`config.mk`:
```
export PLATFORM = sky130hd
export DESIGN_NAME = sbp_path_ctrl
export DESIGN_NICKNAME = d
export VERILOG_FILES = /design/src/sbp_path_ctrl.v /design/src/sbp_pin_cell.v /design/src/sbp_wb_slave.v
export VERILOG_INCLUDE_DIRS = /design/src
export SDC_FILE = /design/constraint.sdc
export NUM_CORES = 1
export LEC_CHECK = 0
export BUFFER_PORTS_ARGS = -buffer_cell sky130_fd_sc_hd__buf_2
export CAP_MARGIN = 20
export CELL_PAD_IN_SITES_DETAIL_PLACEMENT = 1
export CELL_PAD_IN_SITES_GLOBAL_PLACEMENT = 1
export CORE_ASPECT_RATIO = 1.2
export CORE_MARGIN = 2
export CORE_UTILIZATION = 24
export DETAILED_ROUTE_END_ITERATION = 6
export GPL_TIMING_DRIVEN = 0
export PLACE_DENSITY_LB_ADDON = 0.3
export SYNTH_ARGS = -nofsm -noshare
export SYNTH_HDL_FRONTEND = slang
export SYNTH_SLANG_ARGS = --single-unit
```
`constraint.sdc`:
```
create_clock -name sys_clk -period 1.6 [get_ports sys_clk]
set_input_delay 0.16 -clock sys_clk [delete_from_list [all_inputs] [get_ports sys_clk]]
set_output_delay 0.16 -clock sys_clk [all_outputs]
set_load 0.005 [all_outputs]
```
`src/sbp_defs.vh`:
```
// sbp_defs.vh: register map, field positions, reset values and timing for the sensor bus path unit
// assumes inclusion by bare name from the design files
`ifndef SBP_DEFS_VH
`define SBP_DEFS_VH

// register byte addresses on the wishbone slave
`define SBP_ADR_CTRL        4'h0
`define SBP_ADR_PORT_OUT    4'h4
`define SBP_ADR_PORT_OE     4'h8
`define SBP_ADR_STATUS      4'hc
`define SBP_ADR_W           4

// control register fields
`define SBP_BIT_TX_RELAY_SEL  0
`define SBP_BIT_RX_RELAY_SEL  1
`define SBP_BIT_PASS_EN       2
`define SBP_BIT_DIR_SEL       3
`define SBP_CTRL_W            4
`define SBP_CTRL_RST          4'h0

// general port latch fields, one bit per pin
`define SBP_PIN_TX_DRIVE    0
`define SBP_PIN_TX_RELAY    1
`define SBP_PIN_RX_RELAY    2
`define SBP_PIN_RX_BUS      3
`define SBP_PINS            4
`define SBP_PORT_RST        4'h0

// status register fields
`define SBP_ST_PIN_LO       0
`define SBP_ST_RX_PATH      4
`define SBP_ST_TX_PATH      5
`define SBP_ST_PASS_PATH    6
`define SBP_ST_SCHEME_CLASH 7

`define SBP_DATA_W          32
`define SBP_ACK_CYCLES      1

`endif

```
`src/sbp_path_ctrl.v`:
```
// sbp_path_ctrl.v: sensor bus path control unit, top level
// Function
// direction select 0 offers receive relay path, 1 offers transmit relay path.
// pass path enable 1 joins rx bus pin and tx drive pin.
// receive relay select 1 with direction 0 drives rx relay pin from rx bus.
// transmit relay select 1 with direction 1 drives tx relay pin from tx drive.
// control bits reset to zero; upper unimplemented bits read zero.
// in 12V scheme firmware keeps pass path enable cleared.
// in 5V scheme firmware keeps direction and both relay selects zero.
// unaddressed 12V module: dir 0, tx relay 0, rx relay 1, request on tx relay.
// 12V module with ID sets direction and transmit relay select to 1.
// 12V match clears dir and tx relay to reply; mismatch sets both.
// 12V after response: direction 0, receive relay 1, wait.
// unaddressed 5V module clears pass enable, drives request on rx bus pin.
// 5V module with ID sets pass enable, chaining to next module.
// 5V matched module keeps pass enable 1 and replies on rx bus pin.
// host assigns unique IDs then broadcasts commands to all modules.
// paths are combinational from register bits; disabled pins revert to port control.
// assumes a classic wishbone master on sys_clk and pin pads outside
`timescale 1ns/1ps
`default_nettype none
`include "sbp_defs.vh"

module sbp_path_ctrl (
    // clock and reset
    input  wire                   sys_clk,
    input  wire                   rst,
    // wishbone slave
    input  wire                   wb_cyc_i,
    input  wire                   wb_stb_i,
    input  wire                   wb_we_i,
    input  wire [31:0]            wb_adr_i,
    input  wire [3:0]             wb_sel_i,
    input  wire [31:0]            wb_dat_i,
    output reg  [31:0]            wb_dat_o,
    output wire                   wb_ack_o,
    // tx drive pin
    input  wire                   tx_drive_pin_i,
    output wire                   tx_drive_pin_o,
    output wire                   tx_drive_pin_oe,
    // tx relay pin
    input  wire                   tx_relay_pin_i,
    output wire                   tx_relay_pin_o,
    output wire                   tx_relay_pin_oe,
    // rx relay pin
    input  wire                   rx_relay_pin_i,
    output wire                   rx_relay_pin_o,
    output wire                   rx_relay_pin_oe,
    // rx bus pin
    input  wire                   rx_bus_pin_i,
    output wire                   rx_bus_pin_o,
    output wire                   rx_bus_pin_oe
);

    // control, port latch and direction registers
    reg  [`SBP_CTRL_W-1:0]  ctrl_r;
    reg  [`SBP_PINS-1:0]    port_out_r;
    reg  [`SBP_PINS-1:0]    port_oe_r;
    reg  [31:0]             rd_nxt;
    wire                    wr_go;
    wire                    rd_go;
    wire [`SBP_ADR_W-1:0]   adr;

    wire dir_sel;
    wire pass_en;
    wire rx_relay_sel;
    wire tx_relay_sel;
    wire rx_path_on;
    wire tx_path_on;
    wire scheme_clash;
    wire [`SBP_PINS-1:0] pin_in;

    assign adr = wb_adr_i[`SBP_ADR_W-1:0];

    sbp_wb_slave u_wb (
        .sys_clk  (sys_clk),
        .rst      (rst),
        .wb_cyc_i (wb_cyc_i),
        .wb_stb_i (wb_stb_i),
        .wb_we_i  (wb_we_i),
        .wb_ack_o (wb_ack_o),
        .wr_go    (wr_go),
        .rd_go    (rd_go)
    );

    // register writes; only lane 0 carries data
    always @(posedge sys_clk) begin
        if (rst) begin
            ctrl_r     <= `SBP_CTRL_RST;
            port_out_r <= `SBP_PORT_RST;
            port_oe_r  <= `SBP_PORT_RST;
        end else if (wr_go && wb_sel_i[0]) begin
            case (adr)
                `SBP_ADR_CTRL: begin
                    // firmware sequences of to land here
                    ctrl_r <= wb_dat_i[`SBP_CTRL_W-1:0];
                end
                `SBP_ADR_PORT_OUT: begin
                    port_out_r <= wb_dat_i[`SBP_PINS-1:0];
                end
                `SBP_ADR_PORT_OE: begin
                    port_oe_r <= wb_dat_i[`SBP_PINS-1:0];
                end
                default: begin
                    ctrl_r <= ctrl_r;
                end
            endcase
        end
    end

    assign dir_sel      = ctrl_r[`SBP_BIT_DIR_SEL];
    assign pass_en      = ctrl_r[`SBP_BIT_PASS_EN];
    assign rx_relay_sel = ctrl_r[`SBP_BIT_RX_RELAY_SEL];
    assign tx_relay_sel = ctrl_r[`SBP_BIT_TX_RELAY_SEL];

    // relay path gating by direction select
    assign rx_path_on = rx_relay_sel & ~dir_sel; // see see
    assign tx_path_on = tx_relay_sel &  dir_sel; // see see

    // both scheme bit groups set at once; firmware should avoid this
    assign scheme_clash = pass_en & (dir_sel | rx_relay_sel | tx_relay_sel); // see

    assign pin_in = {rx_bus_pin_i, rx_relay_pin_i, tx_relay_pin_i, tx_drive_pin_i};

    // read mux, unimplemented bits zero
    always @* begin
        rd_nxt = 32'h0;
        case (adr)
            `SBP_ADR_CTRL:     rd_nxt[`SBP_CTRL_W-1:0] = ctrl_r;
            `SBP_ADR_PORT_OUT: rd_nxt[`SBP_PINS-1:0]   = port_out_r;
            `SBP_ADR_PORT_OE:  rd_nxt[`SBP_PINS-1:0]   = port_oe_r;
            `SBP_ADR_STATUS: begin
                rd_nxt[`SBP_PINS-1:0]        = pin_in;
                rd_nxt[`SBP_ST_RX_PATH]      = rx_path_on;
                rd_nxt[`SBP_ST_TX_PATH]      = tx_path_on;
                rd_nxt[`SBP_ST_PASS_PATH]    = pass_en;
                rd_nxt[`SBP_ST_SCHEME_CLASH] = scheme_clash;
            end
            default:           rd_nxt = 32'h0;
        endcase
    end

    always @(posedge sys_clk) begin
        if (rst) begin
            wb_dat_o <= 32'h0;
        end else if (rd_go) begin
            wb_dat_o <= rd_nxt;
        end
    end

    // pass path: tx drive pin follows rx bus pin while enabled, else port latch
    sbp_pin_cell u_tx_drive (
        .path_sel (pass_en), // see see
        .path_out (rx_bus_pin_i),
        .path_oe  (1'b1),
        .gpio_out (port_out_r[`SBP_PIN_TX_DRIVE]),
        .gpio_oe  (port_oe_r[`SBP_PIN_TX_DRIVE]),
        .pin_o    (tx_drive_pin_o),
        .pin_oe   (tx_drive_pin_oe)
    );

    // rx bus pin stays port controlled; the chain drives tx drive from it
    sbp_pin_cell u_rx_bus (
        .path_sel (1'b0),
        .path_out (1'b0),
        .path_oe  (1'b0),
        .gpio_out (port_out_r[`SBP_PIN_RX_BUS]),
        .gpio_oe  (port_oe_r[`SBP_PIN_RX_BUS]), // see
        .pin_o    (rx_bus_pin_o),
        .pin_oe   (rx_bus_pin_oe)
    );

    // transmit relay: tx relay pin follows tx drive pin
    sbp_pin_cell u_tx_relay (
        .path_sel (tx_path_on),
        .path_out (tx_drive_pin_i),
        .path_oe  (1'b1),
        .gpio_out (port_out_r[`SBP_PIN_TX_RELAY]),
        .gpio_oe  (port_oe_r[`SBP_PIN_TX_RELAY]),
        .pin_o    (tx_relay_pin_o),
        .pin_oe   (tx_relay_pin_oe)
    );

    // receive relay: rx relay pin follows rx bus pin
    sbp_pin_cell u_rx_relay (
        .path_sel (rx_path_on),
        .path_out (rx_bus_pin_i),
        .path_oe  (1'b1),
        .gpio_out (port_out_r[`SBP_PIN_RX_RELAY]),
        .gpio_oe  (port_oe_r[`SBP_PIN_RX_RELAY]),
        .pin_o    (rx_relay_pin_o),
        .pin_oe   (rx_relay_pin_oe)
    );

endmodule

`default_nettype wire

```
`src/sbp_pin_cell.v`:
```
// sbp_pin_cell.v: one port pin, choosing between a routed path and the general port latch
// assumes pin drivers outside resolve the three signals into a wire
`timescale 1ns/1ps
`default_nettype none

module sbp_pin_cell (
    // path side
    input  wire path_sel,
    input  wire path_out,
    input  wire path_oe,
    // general port latch side
    input  wire gpio_out,
    input  wire gpio_oe,
    // pin
    output wire pin_o,
    output wire pin_oe
);

    assign pin_o  = path_sel ? path_out : gpio_out;
    assign pin_oe = path_sel ? path_oe  : gpio_oe;

endmodule

`default_nettype wire

```
`src/sbp_wb_slave.v`:
```
// sbp_wb_slave.v: classic wishbone single cycle handshake, one wait state then ack
// assumes a master that holds its request until ack is seen
`timescale 1ns/1ps
`default_nettype none

module sbp_wb_slave (
    // clock and reset
    input  wire sys_clk,
    input  wire rst,
    // bus request
    input  wire wb_cyc_i,
    input  wire wb_stb_i,
    input  wire wb_we_i,
    // outputs
    output wire wb_ack_o,
    output wire wr_go,
    output wire rd_go
);

    reg ack_r;
    wire req;

    assign req = wb_cyc_i & wb_stb_i & ~ack_r;

    always @(posedge sys_clk) begin
        if (rst) begin
            ack_r <= 1'b0;
        end else begin
            ack_r <= req;
        end
    end

    // strobes fire on the cycle before ack so data is ready with it
    assign wb_ack_o = ack_r;
    assign wr_go    = req & wb_we_i;
    assign rd_go    = req & ~wb_we_i;

endmodule

`default_nettype wire
```
==> run summary, run 1 <==
synthesis-to-layout area growth = 29.99%
min-delay src = wb_dat_i[0]
final core occ = 0.3188
Final ANT Viol Nets = 0
core area = 5189 µm²
GP Congestion = 0.7192
crit path launch = ctrl_r[1]
initial antenna violation count = 0
Setup-failing EPs final = 0
clk sinks = 21
clk slew on worst S/H paths = 0.08 ns
Register Area = 420.4 µm²
max_cap viols = 0
share of layout cells above drive strength 1 = 0.3969
met3 usage = 0.01932
via count = 1065
Mapped Area = 1272 µm²
FP Rows = 29
slowest CP cell = dfxtp_1
crit path max fanout = 4
met1 usage = 0.1387
Final nets = 272
total CTS buffers = 3
CTS root buf = clkbuf_8
drt total wl = 3.151 mm
vias in the first global route = 1041
Max Fclk = 659.9 MHz
crit-path cells = nor2b_2, mux2_2, buf_2
Critical Path RT = 1.44 ns
CTS tree = done
Die ar. = 5903 µm²
met2 GRT Util = 0.1767
outcome = complete, no violations
busiest grt layer = met2
commonest non-fill, non-tap cell in the layout = buf_2
post-synthesis sequential area ratio = 0.3304
Crit Path Class = register to output port
dpl hpwl = 2.653 mm
Worst EP arrival = 1.36 ns
die height = 83.77 µm
Leakage = 0.8517 nW
Synth Warn # = 0
Slew Viols, Final = 0
Iter 0 DRT Violations = 17
most frequent cells in the layout = buf_2 (36), buf_4 (24), conb_1 (24)
Die Wd = 70.47 µm
Clock Skews = 0.004479 ns
unrepaired setup endpoints after global routing = false
fin crit share = 0.9471
global-route wire length before repair = 5.037 mm
# port buffers = 34
crit-path max cell delay = 0.39 ns
GRT Util Overall = 0.1047
grt total ovfl = 0
DRC = 0
CTS Hold Bufs = 0
#FFs+latches synth = 21
worst vdd ir = 0.3457 mV
Final Hold Viols = 0
minimum clock period = 1.515 ns
critical path capture point type = output port
Post-Syn Instances = 133
Worst Hold Class = input port to register
vias per cell = 4.160
fillers = 653
final setup TNS = 0 ns
H-tree depth = 1
clk buf depth = 2
initial core utilization = 0.2452
Clk Latency, worst-skew pair = 0.26 ns
Synth Area per Inst = 9.567 µm²
Netlist cell types = 28
Post-CTS Repair Setup Buffers = 0
pwr dens = 619.2 nW/µm²
footprint of the multi-input gates = 742.0 µm²
startpoint types = register
# IOs = 118
drt first pass iters = 4
largest net degree at the start of global routing = 12
worst r2r src = u_wb.wb_ack_o
DR WL/cell = 12.31 µm
Ant. Diodes = 0
per-stage QoR:
stage               instance area (µm²)  setup slack [ns]  instances  hold WS (ns)  power [W]
floorplan                          1359            0.3210        156        0.3441  0.0006411
finish                             1654           0.08465        256        0.2127   0.001024
CTS                                1652          0.005394        256        0.2152   0.001042
global placement                   1607            0.2702        252        0.4481  0.0006857
global route                       1654           0.02318        256        0.2223   0.001076
detailed placement                 1607            0.2573        252        0.4518  0.0006864
kinds of logic (layout without fill, tap and decap cells):
logic type             count (synthesis)  in the layout  synth area share
AND/OR/NAND/NOR                       48             48            0.2586
buffers and inverters                 28             66            0.1563
multiplexers                          23             23            0.1839
flip-flops                            21             21            0.3304
AO/OA/AOI/OAI                         12             12           0.06784
other                                  1             24          0.002947
state kept, by name (all words and copies together) (netlist names):
| name | count |
|---|---|
| u_wb.wb_ack_o | 1 |
| port_oe_r | 4 |
| ctrl_r | 4 |
| wb_dat_o | 8 |
| port_out_r | 4 |
cells in the mapped netlist:
cell	instances	area [µm²]
o21ai_2	3	26.28
and4b_1	1	10.01
a21oi_1	4	20.02
and4bb_2	3	37.54
nand4bb_1	1	11.26
buf_2	2	10.01
nand3b_1	4	30.03
nand2_1	5	18.77
clkbuf_1	1	3.750
buf_4	24	180.2
dfxtp_1	21	420.4
or4_4	1	11.26
or2_2	2	12.51
and3b_1	1	8.760
nand4_1	2	12.51
or3b_1	1	8.760
clkbuf_2	1	5.000
nand3_1	3	15.01
mux2_2	3	33.78
or3_1	2	12.51
nor2b_1	2	12.51
nand2b_1	17	106.4
o22a_1	4	35.03
nand4b_1	2	17.52
nor2_1	1	3.750
o21ai_1	1	5.000
mux2i_1	20	200.2
conb_1	1	3.750
report_power, final:
group,switching (W),leakage (nW),internal [W]
registers,0.00000150,0.169,0.000524
clock network,0.000172,0.0228,0.000177
logic,0.0000682,0.660,0.0000816
what timing repair did:
action                     in CTS  in global routing
setup endpoints to repair       0                  1
resized for setup               0                  1
hold endpoints to repair        0                  0
worst max-delay path: cells and delay by family (launching register included):
| kind | cells | cell delay [ns] |
|---|---|---|
| AND/OR/NAND/NOR | 1 | 0.23 |
| multiplexers | 1 | 0.35 |
| buffers and inverters | 1 | 0.12 |
| flip-flops | 1 | 0.39 |
layer usage:
| layer | up-vias | share of wire |
|---|---|---|
| met5 | - | 0 |
| met2 | 37 | 0.47 |
| met4 | 0 | 0.0060 |
| met3 | 2 | 0.057 |
| li1 | 541 | - |
| met1 | 485 | 0.47 |
path summary, 6_finish.rpt:
kind | endpoint | slack (ns) | cells past startpoint
worst max-delay path | rx_relay_pin_o | 0.08 | 3
worst min-delay path | ctrl_r[0] | 0.21 | 3
worst max register to register | wb_dat_o[2] | 0.26 | 4
worst min register to register | wb_dat_o[6] | 0.46 | 2
final cells by class:
type                            count  share of cell area
Sequential cell                    21              0.2542
Tap cell                           62             0.04690
Multi-Input combinational cell    107              0.4486
Timing Repair Buffer               34              0.1029
Clock buffer                        4             0.02723
Buffer                             28              0.1203
No activity file was read; power rests on OpenSTA's default activity.
==> run 2, diff against run 1 <==
--- a/config.mk
+++ b/config.mk
@@ -16,6 +16,7 @@
 export DETAILED_ROUTE_END_ITERATION = 6
 export GPL_TIMING_DRIVEN = 0
 export PLACE_DENSITY_LB_ADDON = 0.3
+export REMOVE_ABC_BUFFERS = 1
 export SYNTH_ARGS = -nofsm -noshare
 export SYNTH_HDL_FRONTEND = slang
 export SYNTH_SLANG_ARGS = --single-unit
==> run summary, run 2 (synthesized netlist as in run 1, its figures left out) <==
Final Hold Viols = 0 (unchanged)
fin area = 1461 µm² (was 1654 µm²)
Critical Path RT = 1.44 ns (about the same)
crit-path cells = nor2b_2, mux2_2, buf_2 (unchanged)
Ant. Diodes = 0 (unchanged)
Top reg by flops = wb_dat_o (unchanged)
commonest non-fill, non-tap cell in the layout = buf_2 (unchanged)
minimum clock period = 1.519 ns (was 1.515 ns)
Worst EP arrival = 1.36 ns (about the same)
FP Rows = 29 (unchanged)
Die ar. = 5903 µm² (unchanged)
GRT Util Overall = 0.1018 (was 0.1047)
critical path capture point type = output port (unchanged)
crit path max fanout = 4 (unchanged)
Post-DP Area = 1408 µm² (was 1607 µm²)
most frequent cells in the layout = buf_2 (34), conb_1 (24), dfxtp_1 (21) (was buf_2 (36), buf_4 (24), conb_1 (24))
# port buffers = 34 (unchanged)
Setup-failing EPs final = 0 (unchanged)
final setup TNS = 0 ns (unchanged)
drt first pass iters = 4 (unchanged)
total CTS buffers = 3 (unchanged)
Final ANT Viol Nets = 0 (unchanged)
Final nets = 244 (was 272)
largest net degree at the start of global routing = 27 (was 12)
DRC = 0 (unchanged)
Die Wd = 70.47 µm (unchanged)
CTS tree = done (unchanged)
vias in the first global route = 1023 (was 1041)
DR WL/cell = 13.50 µm (was 12.31 µm)
# IOs = 118 (unchanged)
core area = 5189 µm² (unchanged)
Clock Skews = 0.007860 ns (was 0.004479 ns)
vias per cell = 4.461 (was 4.160)
crit-path max cell delay = 0.39 ns (about the same)
startpoint types = register (unchanged)
share of layout cells above drive strength 1 = 0.3133 (was 0.3969)
slowest CP cell = dfxtp_1 (unchanged)
clk buf depth = 2 (unchanged)
unrepaired setup endpoints after global routing = false (unchanged)
Crit Path Class = register to output port (unchanged)
CTS root buf = clkbuf_8 (unchanged)
initial antenna violation count = 0 (unchanged)
pwr dens = 672.3 nW/µm² (was 619.2 nW/µm²)
via count = 1017 (was 1065)
synthesis-to-layout area growth = 14.85% (was 29.99%)
drt total wl = 3.079 mm (was 3.151 mm)
H-tree depth = 1 (unchanged)
outcome = complete, no violations (unchanged)
CTS Hold Bufs = 0 (unchanged)
Leakage = 0.7123 nW (was 0.8517 nW)
clk sinks = 21 (unchanged)
fin crit share = 0.9495 (was 0.9471)
Worst Hold Class = input port to register (unchanged)
global-route wire length before repair = 4.878 mm (was 5.037 mm)
max_cap viols = 0 (unchanged)
Total Power = 0.0009826 W (was 0.001024 W)
clk slew on worst S/H paths = 0.09 ns (was 0.08 ns)
worst vdd ir = 0.2802 mV (was 0.3457 mV)
die height = 83.77 µm (unchanged)
GP Congestion = 0.7367 (was 0.7192)
dpl hpwl = 2.522 mm (was 2.653 mm)
Max Fclk = 658.2 MHz (was 659.9 MHz)
max FFs per register = 8 (unchanged)
grt total ovfl = 0 (unchanged)
initial core utilization = 0.2452 (unchanged)
Iter 0 DRT Violations = 24 (was 17)
Slew Viols, Final = 0 (unchanged)
Clk Latency, worst-skew pair = 0.26 ns (about the same)
[run 2: cell types whose count changed in the layout (fill, tap and decap cells not counted), sizes merged]
cell,delta
buf,-26
clkbuf,-3
clkinv,+1
[run 2: worst max-delay path, delay by kind of cell, from the launching register on]
kind / cells / cell delay (ns)
DFF: 1 / 0.39
muxes: 1 / 0.35
and+or+nand+nor: 1 / 0.23
buffers and inverters: 1 / 0.13
[run 2: metal layers]
layer | up-vias | global-route usage | share of wire | wire length, µm
li1 | 486 | - | - | -
met1 | 479 | 0.1232 | 0.42 | 1283
met2 | 50 | 0.1835 | 0.51 | 1568
met3 | 2 | 0.02053 | 0.071 | 219
met4 | 0 | 0.02098 | 0.0026 | 8
met5 | - | 0 | 0 | 0
[run 2: where the power goes]
group / internal, W / switching, W / total [W]
clock: 0.000173 / 0.000180 / 0.000354
combinational: 0.0000429 / 0.0000605 / 0.000103
sequential: 0.000524 / 0.00000148 / 0.000525
[run 2: final cells by class]
class / instances / area [µm²]
clock inverter: 1 / 5.005
multi-input combinational: 107 / 747.0
clock buffer: 3 / 41.29
tap: 62 / 77.57
timing repair buffer: 34 / 170.2
sequential: 21 / 420.4
fill: 633 / 3727
[run 2: worst paths after layout]
path	startpoint	endpoint	slack [ns]	cells past startpoint
max	ctrl_r[1]	rx_relay_pin_o	0.08	3
min	wb_dat_i[0]	ctrl_r[0]	0.21	3
max reg2reg	u_wb.wb_ack_o	wb_dat_o[3]	0.15	3
min reg2reg	wb_dat_o[5]	wb_dat_o[5]	0.46	2
[run 2: timing repair]
action / in CTS / in global routing
setup buffers: 0 / 0
endpoints found under the setup margin: 1 / 4
resized for setup: 1 / 1
hold endpoints to repair: 0 / 0
[run 2: per-stage QoR]
step                      cells  worst slack, ns  utilization  hold slack, ns
after floorplan             128           0.2488            -          0.2291
after global routing        228          0.02664       0.2816          0.2274
after detailed placement    224          0.03632       0.2713          0.4573
after CTS                   228          0.01908       0.2807          0.2100
final                       228          0.08082       0.2816          0.2088
after global placement      224          0.09266       0.2713          0.4485
